## src/design/hpi_pkg.sv

```systemverilog
// ---------------------------------------------------------------
// shared constants for the host port
// ---------------------------------------------------------------
package hpi_pkg;
   // bus widths and write buffer depth
   localparam int ADDR_W     = 18;
   localparam int DATA_W     = 16;
   localparam int BYTE_W     = 8;
   localparam int FIFO_DEPTH = 4;
   localparam int SYNC_W     = 2 + 4 + 2 + ADDR_W + DATA_W;

   // byte-port register select codes
   localparam logic [1:0] SEL_CTRL     = 2'h0;
   localparam logic [1:0] SEL_DATA_INC = 2'h1;
   localparam logic [1:0] SEL_ADDR     = 2'h2;
   localparam logic [1:0] SEL_DATA     = 2'h3;

   // control register bit positions
   localparam int CTRL_DEV_INT_BIT  = 1;
   localparam int CTRL_HOST_INT_BIT = 2;

   // values after reset
   localparam logic [ADDR_W-1:0] ADDR_RST  = 18'h00000;
   localparam logic [DATA_W-1:0] DATA_RST  = 16'h0000;
   localparam logic [BYTE_W-1:0] BYTE_RST  = 8'h00;
   localparam logic [SYNC_W-1:0] SYNC_RST  = 42'h1c000000000; // select and strobes idle high

   // host-side sequencer
   typedef enum logic [1:0] {
      ST_IDLE,
      ST_WR_DMA,
      ST_RD_DMA
   } hpi_state_t;
endpackage : hpi_pkg

```

## src/design/hpi_fifo.sv

```systemverilog
`timescale 1ns/1ps
`default_nettype none
// ---------------------------------------------------------------
// small valid/ready fifo
// ---------------------------------------------------------------
module hpi_fifo #(
   parameter int WIDTH = 34,
   parameter int DEPTH = 4
) (
   // clock and reset
   input  wire logic             i_clk,
   input  wire logic             i_rst_n,
   // fill side
   input  wire logic             i_valid,
   output logic                  o_ready,
   input  wire logic [WIDTH-1:0] i_data,
   // drain side
   output logic                  o_valid,
   input  wire logic             i_ready,
   output logic [WIDTH-1:0]      o_data
);
   localparam int PW = $clog2(DEPTH);

   // refuse depths the pointer wrap cannot serve
   if (DEPTH < 2 || (1 << PW) != DEPTH) begin : g_bad_depth
      $error("hpi_fifo depth must be a power of two of at least 2");
   end

   logic [WIDTH-1:0] mem [DEPTH];
   logic [PW-1:0]    wp_q, wp_d, rp_q, rp_d;
   logic [PW:0]      cnt_q, cnt_d;
   logic             push, pop;

   // pointer and count update
   always_comb begin
      push  = i_valid && o_ready;
      pop   = o_valid && i_ready;
      wp_d  = push ? wp_q + 1'b1 : wp_q;
      rp_d  = pop ? rp_q + 1'b1 : rp_q;
      cnt_d = cnt_q + {{PW{1'b0}}, push} - {{PW{1'b0}}, pop};
   end

   always_ff @(posedge i_clk or negedge i_rst_n) begin
      if (!i_rst_n) begin
         wp_q  <= '0;
         rp_q  <= '0;
         cnt_q <= '0;
      end else begin
         wp_q  <= wp_d;
         rp_q  <= rp_d;
         cnt_q <= cnt_d;
      end
   end

   // storage, no reset needed
   always_ff @(posedge i_clk) begin
      if (push) begin
         mem[wp_q] <= i_data;
      end
   end

   // honest full and empty
   assign o_ready = (cnt_q != DEPTH[PW:0]);
   assign o_valid = (cnt_q != '0);
   assign o_data  = mem[rp_q];
endmodule : hpi_fifo
`default_nettype wire

```

## src/design/hpi_port.sv

```systemverilog
`timescale 1ns/1ps
`default_nettype none
// ---------------------------------------------------------------
// host port: byte or word host to on-chip memory over dma
// ---------------------------------------------------------------
// Behaviour
// - width select high gives a 16-bit host port, only with external buses idle; no external bus state gates it here
// - width select low gives an 8-bit port between processors
// - byte mode moves each word as two bytes, host marks high or low half
// - byte mode uses exactly address, data and control registers
// - address and data only host-reachable; control reachable by host and processor
// - byte mode offers auto-incrementing and fixed-address data transfers
// - byte mode can interrupt both the host and the processor
// - host transfers reach all on-chip ram over the dma bus; byte-mode address writes load only 16 bits, upper 2 cleared
// - host transfers keep completing during an emulation stop
// - word mode has 16-bit data and 18-bit address reaching all pages
// - word mode supports only separate address and data buses
// - word mode stalls the host through ready until a write is buffered or a dma read completes
// - host access is synchronised; on collision host wins, processor waits while the dma request to its address is held
// - control register unavailable in word mode
// - every word-mode host access launches a dma read or write
// - word mode data over data bus, address over separate address bus
module hpi_port (
   // clock and reset
   input  wire logic                       I_CLK,
   input  wire logic                       I_RESET_N,
   // host pins
   input  wire logic                       I_HOST_WIDTH_SELECT,
   input  wire logic                       I_HOST_CHIP_SELECT_N,
   input  wire logic                       I_HOST_DATA_STROBE_A_N,
   input  wire logic                       I_HOST_DATA_STROBE_B_N,
   input  wire logic                       I_HOST_READ_NOT_WRITE,
   input  wire logic                       I_BYTE_HALF_SELECT,
   input  wire logic [1:0]                 I_HOST_REGISTER_SELECT,
   input  wire logic [hpi_pkg::ADDR_W-1:0] I_HOST_ADDRESS_BUS,
   input  wire logic [hpi_pkg::DATA_W-1:0] I_HOST_DATA_BUS,
   output logic      [hpi_pkg::DATA_W-1:0] O_HOST_DATA_BUS,
   output logic                            O_HOST_DATA_BUS_OE,
   output logic                            O_HOST_ACCESS_READY,
   output logic                            O_HOST_INT_N,
   // processor side
   input  wire logic                       I_CPU_SET_HOST_INT,
   input  wire logic                       I_CPU_CLR_DEV_INT,
   output logic                            O_DEV_INT,
   input  wire logic                       I_CPU_REQ,
   input  wire logic [hpi_pkg::ADDR_W-1:0] I_CPU_ADDR,
   output logic                            O_CPU_WAIT,
   // dma bus
   output logic                            O_DMA_REQ,
   output logic                            O_DMA_WE,
   output logic      [hpi_pkg::ADDR_W-1:0] O_DMA_ADDR,
   output logic      [hpi_pkg::DATA_W-1:0] O_DMA_WDATA,
   input  wire logic                       I_DMA_ACK,
   input  wire logic [hpi_pkg::DATA_W-1:0] I_DMA_RDATA
);
   localparam int AW = hpi_pkg::ADDR_W;
   localparam int DW = hpi_pkg::DATA_W;
   localparam int BW = hpi_pkg::BYTE_W;
   localparam int FW = AW + DW;

   // ------------------------------------------------------------
   // pin synchronisers
   // ------------------------------------------------------------
   logic [hpi_pkg::SYNC_W-1:0] meta_q, sync_q;
   logic                        wide, cs_n, dsa_n, dsb_n, rnw, half;
   logic [1:0]                  sel;
   logic [AW-1:0]               ha;
   logic [DW-1:0]               hd;

   // two flops on every host pin; only sync_q is read
   always_ff @(posedge I_CLK or negedge I_RESET_N) begin
      if (!I_RESET_N) begin
         meta_q <= hpi_pkg::SYNC_RST;
         sync_q <= hpi_pkg::SYNC_RST;
      end else begin
         meta_q <= {I_HOST_WIDTH_SELECT, I_HOST_CHIP_SELECT_N,
                    I_HOST_DATA_STROBE_A_N, I_HOST_DATA_STROBE_B_N,
                    I_HOST_READ_NOT_WRITE, I_BYTE_HALF_SELECT,
                    I_HOST_REGISTER_SELECT, I_HOST_ADDRESS_BUS,
                    I_HOST_DATA_BUS};
         sync_q <= meta_q;
      end
   end

   // unpack synchronised pins
   assign {wide, cs_n, dsa_n, dsb_n, rnw, half, sel, ha, hd} = sync_q;

   // ------------------------------------------------------------
   // write buffer toward the dma bus
   // ------------------------------------------------------------
   logic          fifo_in_ready, fifo_out_valid, fifo_pop;
   logic [FW-1:0] fifo_out;
   logic          wr_pend_q, wr_pend_d;
   logic [AW-1:0] addr_q, addr_d;
   logic [DW-1:0] wdata_q, wdata_d;

   hpi_fifo #(
      .WIDTH (FW),
      .DEPTH (hpi_pkg::FIFO_DEPTH)
   ) u_wr_fifo (
      .i_clk   (I_CLK),
      .i_rst_n (I_RESET_N),
      .i_valid (wr_pend_q),
      .o_ready (fifo_in_ready),
      .i_data  ({addr_q, wdata_q}),
      .o_valid (fifo_out_valid),
      .i_ready (fifo_pop),
      .o_data  (fifo_out)
   );

   // ------------------------------------------------------------
   // host access decode and sequencer
   // ------------------------------------------------------------
   hpi_pkg::hpi_state_t st_q, st_d;
   logic          act, act_q, start;
   logic          rd_pend_q, rd_pend_d, inc_q, inc_d, ready_q, ready_d;
   logic [BW-1:0] hibyte_q, hibyte_d;
   logic [DW-1:0] rdata_q, rdata_d, hout_q, hout_d, ctrl_word;
   logic          oe_q, oe_d, dev_int_q, dev_int_d, hint_n_q, hint_n_d;
   logic          dev_set, host_clr;
   logic          dreq_q, dreq_d, dwe_q, dwe_d, wait_q, wait_d;
   logic [AW-1:0] daddr_q, daddr_d;
   logic [DW-1:0] dwd_q, dwd_d;

   // either data strobe under chip select opens an access
   assign act   = !cs_n && (!dsa_n || !dsb_n);
   assign start = act && !act_q;

   // control word as the host reads it in each byte half
   always_comb begin
      ctrl_word = hpi_pkg::DATA_RST;
      ctrl_word[hpi_pkg::CTRL_DEV_INT_BIT]     = dev_int_q;
      ctrl_word[hpi_pkg::CTRL_HOST_INT_BIT]    = !hint_n_q;
      ctrl_word[hpi_pkg::CTRL_DEV_INT_BIT+BW]  = dev_int_q;
      ctrl_word[hpi_pkg::CTRL_HOST_INT_BIT+BW] = !hint_n_q;
   end

   // next state of the port, except interrupt flags, host read data and processor wait
   always_comb begin
      st_d      = st_q;
      rd_pend_d = rd_pend_q;
      wr_pend_d = wr_pend_q;
      inc_d     = inc_q;
      ready_d   = ready_q;
      addr_d    = addr_q;
      wdata_d   = wdata_q;
      hibyte_d  = hibyte_q;
      rdata_d   = rdata_q;
      dreq_d    = dreq_q;
      dwe_d     = dwe_q;
      daddr_d   = daddr_q;
      dwd_d     = dwd_q;
      fifo_pop  = 1'b0;
      dev_set   = 1'b0;
      host_clr  = 1'b0;
      // a new host access
      if (start) begin
         if (wide) begin
            // separate address bus gives the whole map
            addr_d = ha;
            inc_d  = 1'b0;
            if (rnw) begin
               rd_pend_d = 1'b1;
            end else begin
               wdata_d   = hd;
               wr_pend_d = 1'b1;
            end
            ready_d = 1'b0;
         end else begin
            case (sel)
               hpi_pkg::SEL_CTRL: begin
                  if (!rnw && half) begin
                     dev_set  = hd[hpi_pkg::CTRL_DEV_INT_BIT];
                     host_clr = hd[hpi_pkg::CTRL_HOST_INT_BIT];
                  end
               end
               hpi_pkg::SEL_ADDR: begin
                  if (!rnw && !half) begin
                     hibyte_d = hd[BW-1:0];
                  end else if (!rnw) begin
                     addr_d = {2'h0, hibyte_q, hd[BW-1:0]};
                  end
               end
               default: begin
                  if (!rnw && !half) begin
                     hibyte_d = hd[BW-1:0];
                  end else if (!rnw) begin
                     wdata_d   = {hibyte_q, hd[BW-1:0]};
                     wr_pend_d = 1'b1;
                     inc_d     = (sel == hpi_pkg::SEL_DATA_INC);
                     ready_d   = 1'b0;
                  end else if (!half) begin
                     rd_pend_d = 1'b1;
                     ready_d   = 1'b0;
                  end else if (sel == hpi_pkg::SEL_DATA_INC) begin
                     addr_d = addr_q + 18'h00001;
                  end
               end
            endcase
         end
      end
      // a pending write enters the buffer, then steps the address when auto-incrementing
      if (wr_pend_q && fifo_in_ready) begin
         wr_pend_d = 1'b0;
         ready_d   = 1'b1;
         if (inc_q) begin
            addr_d = addr_q + 18'h00001;
         end
      end
      // dma sequencer; no halt input gates it
      case (st_q)
         hpi_pkg::ST_IDLE: begin
            if (fifo_out_valid) begin
               fifo_pop = 1'b1;
               dreq_d   = 1'b1;
               dwe_d    = 1'b1;
               daddr_d  = fifo_out[FW-1:DW];
               dwd_d    = fifo_out[DW-1:0];
               st_d     = hpi_pkg::ST_WR_DMA;
            end else if (rd_pend_q) begin
               // reads wait for buffered writes to drain
               dreq_d  = 1'b1;
               dwe_d   = 1'b0;
               daddr_d = addr_q;
               st_d    = hpi_pkg::ST_RD_DMA;
            end
         end
         hpi_pkg::ST_WR_DMA: begin
            if (I_DMA_ACK) begin
               dreq_d = 1'b0;
               st_d   = hpi_pkg::ST_IDLE;
            end
         end
         hpi_pkg::ST_RD_DMA: begin
            if (I_DMA_ACK) begin
               dreq_d    = 1'b0;
               rdata_d   = I_DMA_RDATA;
               rd_pend_d = 1'b0;
               ready_d   = 1'b1;
               st_d      = hpi_pkg::ST_IDLE;
            end
         end
         default: begin
            st_d = hpi_pkg::ST_IDLE;
         end
      endcase
   end

   // interrupt flags: a set wins over a clear in the same cycle
   always_comb begin
      dev_int_d = dev_set || (dev_int_q && !I_CPU_CLR_DEV_INT);
      hint_n_d  = !(I_CPU_SET_HOST_INT || (!hint_n_q && !host_clr));
   end

   // host read data and processor collision wait
   always_comb begin
      oe_d   = act && rnw;
      hout_d = rdata_q;
      if (!wide) begin
         // byte mode: only the low lane carries data
         hout_d = hpi_pkg::DATA_RST;
         case (sel)
            hpi_pkg::SEL_CTRL: begin
               hout_d[BW-1:0] = half ? ctrl_word[BW-1:0] : ctrl_word[DW-1:BW];
            end
            hpi_pkg::SEL_ADDR: begin
               hout_d[BW-1:0] = half ? addr_q[BW-1:0] : addr_q[DW-1:BW];
            end
            default: begin
               hout_d[BW-1:0] = half ? rdata_q[BW-1:0] : rdata_q[DW-1:BW];
            end
         endcase
      end
      wait_d = I_CPU_REQ && dreq_q && (I_CPU_ADDR == daddr_q);
   end

   // register everything
   always_ff @(posedge I_CLK or negedge I_RESET_N) begin
      if (!I_RESET_N) begin
         st_q      <= hpi_pkg::ST_IDLE;
         act_q     <= 1'b0;
         rd_pend_q <= 1'b0;
         wr_pend_q <= 1'b0;
         inc_q     <= 1'b0;
         ready_q   <= 1'b1;
         addr_q    <= hpi_pkg::ADDR_RST;
         wdata_q   <= hpi_pkg::DATA_RST;
         hibyte_q  <= hpi_pkg::BYTE_RST;
         rdata_q   <= hpi_pkg::DATA_RST;
         hout_q    <= hpi_pkg::DATA_RST;
         oe_q      <= 1'b0;
         dev_int_q <= 1'b0;
         hint_n_q  <= 1'b1;
         dreq_q    <= 1'b0;
         dwe_q     <= 1'b0;
         daddr_q   <= hpi_pkg::ADDR_RST;
         dwd_q     <= hpi_pkg::DATA_RST;
         wait_q    <= 1'b0;
      end else begin
         st_q      <= st_d;
         act_q     <= act;
         rd_pend_q <= rd_pend_d;
         wr_pend_q <= wr_pend_d;
         inc_q     <= inc_d;
         ready_q   <= ready_d;
         addr_q    <= addr_d;
         wdata_q   <= wdata_d;
         hibyte_q  <= hibyte_d;
         rdata_q   <= rdata_d;
         hout_q    <= hout_d;
         oe_q      <= oe_d;
         dev_int_q <= dev_int_d;
         hint_n_q  <= hint_n_d;
         dreq_q    <= dreq_d;
         dwe_q     <= dwe_d;
         daddr_q   <= daddr_d;
         dwd_q     <= dwd_d;
         wait_q    <= wait_d;
      end
   end

   // outputs straight from flops
   assign O_HOST_DATA_BUS     = hout_q;
   assign O_HOST_DATA_BUS_OE  = oe_q;
   assign O_HOST_ACCESS_READY = ready_q;
   assign O_HOST_INT_N        = hint_n_q;
   assign O_DEV_INT           = dev_int_q;
   assign O_CPU_WAIT          = wait_q;
   assign O_DMA_REQ           = dreq_q;
   assign O_DMA_WE            = dwe_q;
   assign O_DMA_ADDR          = daddr_q;
   assign O_DMA_WDATA         = dwd_q;

   // ------------------------------------------------------------
   // assertions
   // ------------------------------------------------------------
   a_ready_stall: assert property (
      @(posedge I_CLK) disable iff (!I_RESET_N)
      rd_pend_q |-> !O_HOST_ACCESS_READY)
      else $error("ready high while a read is pending");

   a_word_wr_dma: assert property (
      @(posedge I_CLK) disable iff (!I_RESET_N)
      (start && wide && !rnw) |-> ##[1:40] (O_DMA_REQ && O_DMA_WE))
      else $error("word write launched no dma write");

   a_word_rd_pend: assert property (
      @(posedge I_CLK) disable iff (!I_RESET_N)
      (start && wide && rnw) |=> rd_pend_q)
      else $error("word read left no read pending");

   a_word_rd_dma: assert property (
      @(posedge I_CLK) disable iff (!I_RESET_N)
      (rd_pend_q && st_q == hpi_pkg::ST_IDLE && !fifo_out_valid)
      |=> (O_DMA_REQ && !O_DMA_WE && O_DMA_ADDR == $past(addr_q)))
      else $error("pending read launched no dma read");

   a_word_addr: assert property (
      @(posedge I_CLK) disable iff (!I_RESET_N)
      (start && wide) |=> (addr_q == $past(ha)))
      else $error("address bus not taken on word access");

   a_ctrl_word: assert property (
      @(posedge I_CLK) disable iff (!I_RESET_N)
      (wide && !I_CPU_CLR_DEV_INT) |=> $stable(dev_int_q))
      else $error("control changed by host in word mode");

   a_dev_int: assert property (
      @(posedge I_CLK) disable iff (!I_RESET_N)
      dev_set |=> O_DEV_INT)
      else $error("processor interrupt not raised");

   a_host_int: assert property (
      @(posedge I_CLK) disable iff (!I_RESET_N)
      I_CPU_SET_HOST_INT |=> !O_HOST_INT_N)
      else $error("host interrupt not raised");

   a_cpu_wait: assert property (
      @(posedge I_CLK) disable iff (!I_RESET_N)
      (I_CPU_REQ && O_DMA_REQ && I_CPU_ADDR == O_DMA_ADDR) |=> O_CPU_WAIT)
      else $error("processor not held on collision");

   a_byte_lane: assert property (
      @(posedge I_CLK) disable iff (!I_RESET_N)
      (O_HOST_DATA_BUS_OE && $past(!wide) && !wide) |-> (O_HOST_DATA_BUS[15:8] == 8'h00))
      else $error("upper lane driven in byte mode");

   a_auto_inc: assert property (
      @(posedge I_CLK) disable iff (!I_RESET_N)
      (wr_pend_q && fifo_in_ready && inc_q && !start) |=> (addr_q == $past(addr_q) + 18'h00001))
      else $error("address did not step after write");
endmodule : hpi_port
`default_nettype wire

```

## config.mk

```make
export PLATFORM = sky130hd
export DESIGN_NAME = hpi_port
export DESIGN_NICKNAME = d
export VERILOG_FILES = /design/src/design/hpi_pkg.sv /design/src/design/hpi_fifo.sv /design/src/design/hpi_port.sv
export SDC_FILE = /design/constraint.sdc
export NUM_CORES = 1
export LEC_CHECK = 0
export BUFFER_PORTS_ARGS = -buffer_cell sky130_fd_sc_hd__buf_2
export CAP_MARGIN = 25
export CORE_MARGIN = 1
export CORE_UTILIZATION = 38
export CTS_CLUSTER_DIAMETER = 30
export DETAILED_ROUTE_END_ITERATION = 6
export GPL_TIMING_DRIVEN = 0
export HOLD_SLACK_MARGIN = 0.08
export RECOVER_POWER = 100
export SLEW_MARGIN = 10
export SYNTH_ARGS = -nofsm -noshare
export SYNTH_HDL_FRONTEND = slang
export SYNTH_SLANG_ARGS = --single-unit
```

## constraint.sdc

```tcl
create_clock -name I_CLK -period 4.2 [get_ports I_CLK]
set_clock_uncertainty 0.05 [all_clocks]
set_input_delay 0.21 -clock I_CLK [delete_from_list [all_inputs] [get_ports I_CLK]]
set_output_delay 0.21 -clock I_CLK [all_outputs]
set_load 0.01 [all_outputs]
```

==> results.ini <==
[sta]
worst_pin_slew_ps=2810
setup_viol_count_final=0
tns_ps=0
slew_headroom_pct=-87.1
slew_violations=70
period_share_pct=80.7
fmax_ghz=0.295
fin_crit_ps=3390
hold_viol=0
grt_setup_unrepaired=false

[die]
die_x_um=194
ios=139
fp-row-count=70
fp.dieH_um=194
dieArea_um2=37700
core_um2=36400
start_util_pct=38.5

[placement]
place_congestion=0.905
dp.cells=1552
numPortBuffers=138
hpwlAfterDp_um=24900

[grt]
grt_pass1_wl_um=56700
grt.overflow.total=0
track_usage_pct=20.0
grt_max_degree=104
antenna_found_initial=0
grt_pass1_vias=9398

[setup_path]
endpoint_kind=flop
crit_required_ps=4630
path_class=reg -> reg
crit_path_max_fanout=10
start_kind=flop
worstRegToRegCells=12
r2r-end=u_wr_fifo.cnt_q[2]
reg2reg_setup_slack_ps=810
r2r-start=st_q[0]
arrival_ps=3820

[layout]
finish.net_count=1313
area_growth_pct=30.8
fin_cells=1747
finalCoreUtilization_pct=50.4
num_antenna_cells=0
drive_gt1_share_pct=26.0

[outcome]
violations=max-capacitance violations, max-slew violations
outcome=finished with violations

[clock_tree]
root_buffer=clkbuf_16
cts_buffer_depth=3
cts-resized-gates=0
cts_tree=built
cts_buffers=71
cts_max_level=3
cts-hold-fix-buffers=64
clkLatencyLatePin_ps=570
clock-sinks=348
path_clk_slew_ps=50
post_cts_buffers=0

[detailed_routing]
drtAntennaViolNets=0
routed-via-count=9040
wire_per_inst_um=20.9
totalWireLength_um=36500
drt_iter0_markers=612
firstDrtPassIters=5
avgViaCountPerCell=5.17
drc_errors=0

[synth]
ys.flop_type=dfrtp_1
yosys-top-cells-count=204 x dfrtp_1, 136 x edfxtp_1, 73 x nand2_1, 52 x o21ai_0, 48 x mux2_2
synth_mux_area_share_pct=12.0
ys_ff_latch=348
syn_inst=940
async_flop_share_pct=60.9
synth_xor_area_share_pct=1.81
synth_top_family_by_area=multiplexers
postSynthAreaPerCell_um2=14.9
synth_top_area_cell=dfrtp_1
synth.distinct_cells=82
seq_area_frac_synth_pct=67.0
yosysMostFrequentCell=dfrtp_1
yosys.area_share.adder_pct=0.945
yosys.area_share.simple_pct=8.11
syn_nets=1032
synth-edff-count=136
synth_area_leaders=dfrtp_1 36%, edfxtp_1 29%, mux4_2 5.5%
syn_area_um2=14000
synth_top_area_share_pct=36.4
yosysWarnings=0
synth-compound-area-share_pct=7.64

[power]
p_leak_nw=7.40
power_mw=14.2
irDropWorstVdd_v=0.000428
powerDensity_nw_per_um2=774

[run]
max-cap-violations=2

[hold_path]
min_from=I_HOST_ADDRESS_BUS[13]
hold_path_class=in -> reg
min_path_cells=2
min_delay_worst_endpoint=meta_q[29]

[cell type report]
type	count	area, um2
fillers	3135	18100
plain buffers	58	264
inverters	15	56.3
clock inverters	42	495
repair buffers	208	1330
well taps	468	586
clock buffers	89	2000
multi-input cells	519	4230
flip-flops and latches	348	9400
[cell families (layout without fill, tap and decap cells)]
logic type               count (synthesis)  count (layout)
AND/OR/NAND/NOR                        198             198
XOR/XNOR                                29              29
buffers and inverters                   73             412
adder cells (fa/ha/maj)                 10              10
flip-flops                             348             348
AO/OA/AOI/OAI                          162             162
multiplexers                           120             120
[report_power, final]
part           internal, mW  leakage [nW]  switching (mW)  total (mW)
combinational          1.45          2.44            2.01        3.46
clock                  3.79          1.22            1.87        5.66
sequential             4.49          3.74           0.592        5.08
[metal layers]
| metal | vias to the layer above | track usage [%] | routed length (um) |
|---|---|---|---|
| met3 | 63 | 3.72 | 1950 |
| met2 | 294 | 31.2 | 17300 |
| met5 | - | 0 | 0 |
| li1 | 4136 | - | - |
| met1 | 4547 | 27.0 | 16300 |
| met4 | 0 | 9.41 | 1040 |
[sequential cells by signal, indices dropped and copies added (netlist names), 16 cells and up]
name,cells
O_DMA_ADDR,18
O_DMA_WDATA,16
O_HOST_DATA_BUS,16
addr_q,18
meta_q,42
rdata_q,16
sync_q,42
u_wr_fifo.mem,136
wdata_q,16
[critical path, cell delays in order (launching register included)]
cell      delay (ps)
dfrtp_1          350
inv_1            120
ha_1             210
nand2_1          210
inv_2            300
clkbuf_1         710
ha_1             360
inv_1             50
ha_1             150
inv_1             60
fa_1             400
xnor2_1          200
xnor2_1          130
[worst max path at each step]
stage / slack (ps) / end / startpoint
global route: 520 / u_wr_fifo.cnt_q[2] / st_q[0]
finish: 810 / u_wr_fifo.cnt_q[2] / st_q[0]
global placement: -890 / O_DMA_ADDR[12] / I_RESET_N
detailed placement: 1050 / u_wr_fifo.cnt_q[2] / u_wr_fifo.cnt_q[0]
floorplan: 1650 / u_wr_fifo.cnt_q[2] / u_wr_fifo.cnt_q[0]
CTS: 1050 / u_wr_fifo.cnt_q[2] / u_wr_fifo.cnt_q[0]
[cell usage in the layout (no fill, tap or decap), types with 14 or more instances in the layout]
| cell type | netlist | routed |
|---|---|---|
| a21oi_1 | 31 | 31 |
| buf_2 | 30 | 95 |
| clkbuf_1 | 17 | 104 |
| clkbuf_16 | 0 | 74 |
| dfrtp_1 | 204 | 204 |
| dlygate4sd3_1 | 0 | 64 |
| edfxtp_1 | 136 | 136 |
| inv_1 | 14 | 14 |
| mux2_2 | 48 | 48 |
| mux2i_1 | 36 | 36 |
| mux4_2 | 34 | 34 |
| nand2_1 | 73 | 73 |
| nand3_1 | 19 | 21 |
| nor2_1 | 19 | 21 |
| o21ai_0 | 52 | 57 |
| xnor2_1 | 15 | 15 |
| xor2_1 | 14 | 14 |
[through the flow]
| stage | cell area (um2) | hold slack (ps) | setup slack [ps] |
|---|---|---|---|
| 6_report | 18400 | 227 | 810 |
| 5_1_grt | 18400 | 231 | 524 |
| 4_1_cts | 18600 | 99.0 | 1050 |
| 3_5_place_dp | 15500 | 93.8 | 1050 |
| 3_3_place_gp | 15300 | 268 | -895 |
| 2_1_floorplan | 14000 | -136 | 1650 |
Note: power is estimated with default switching activity, not from simulation.
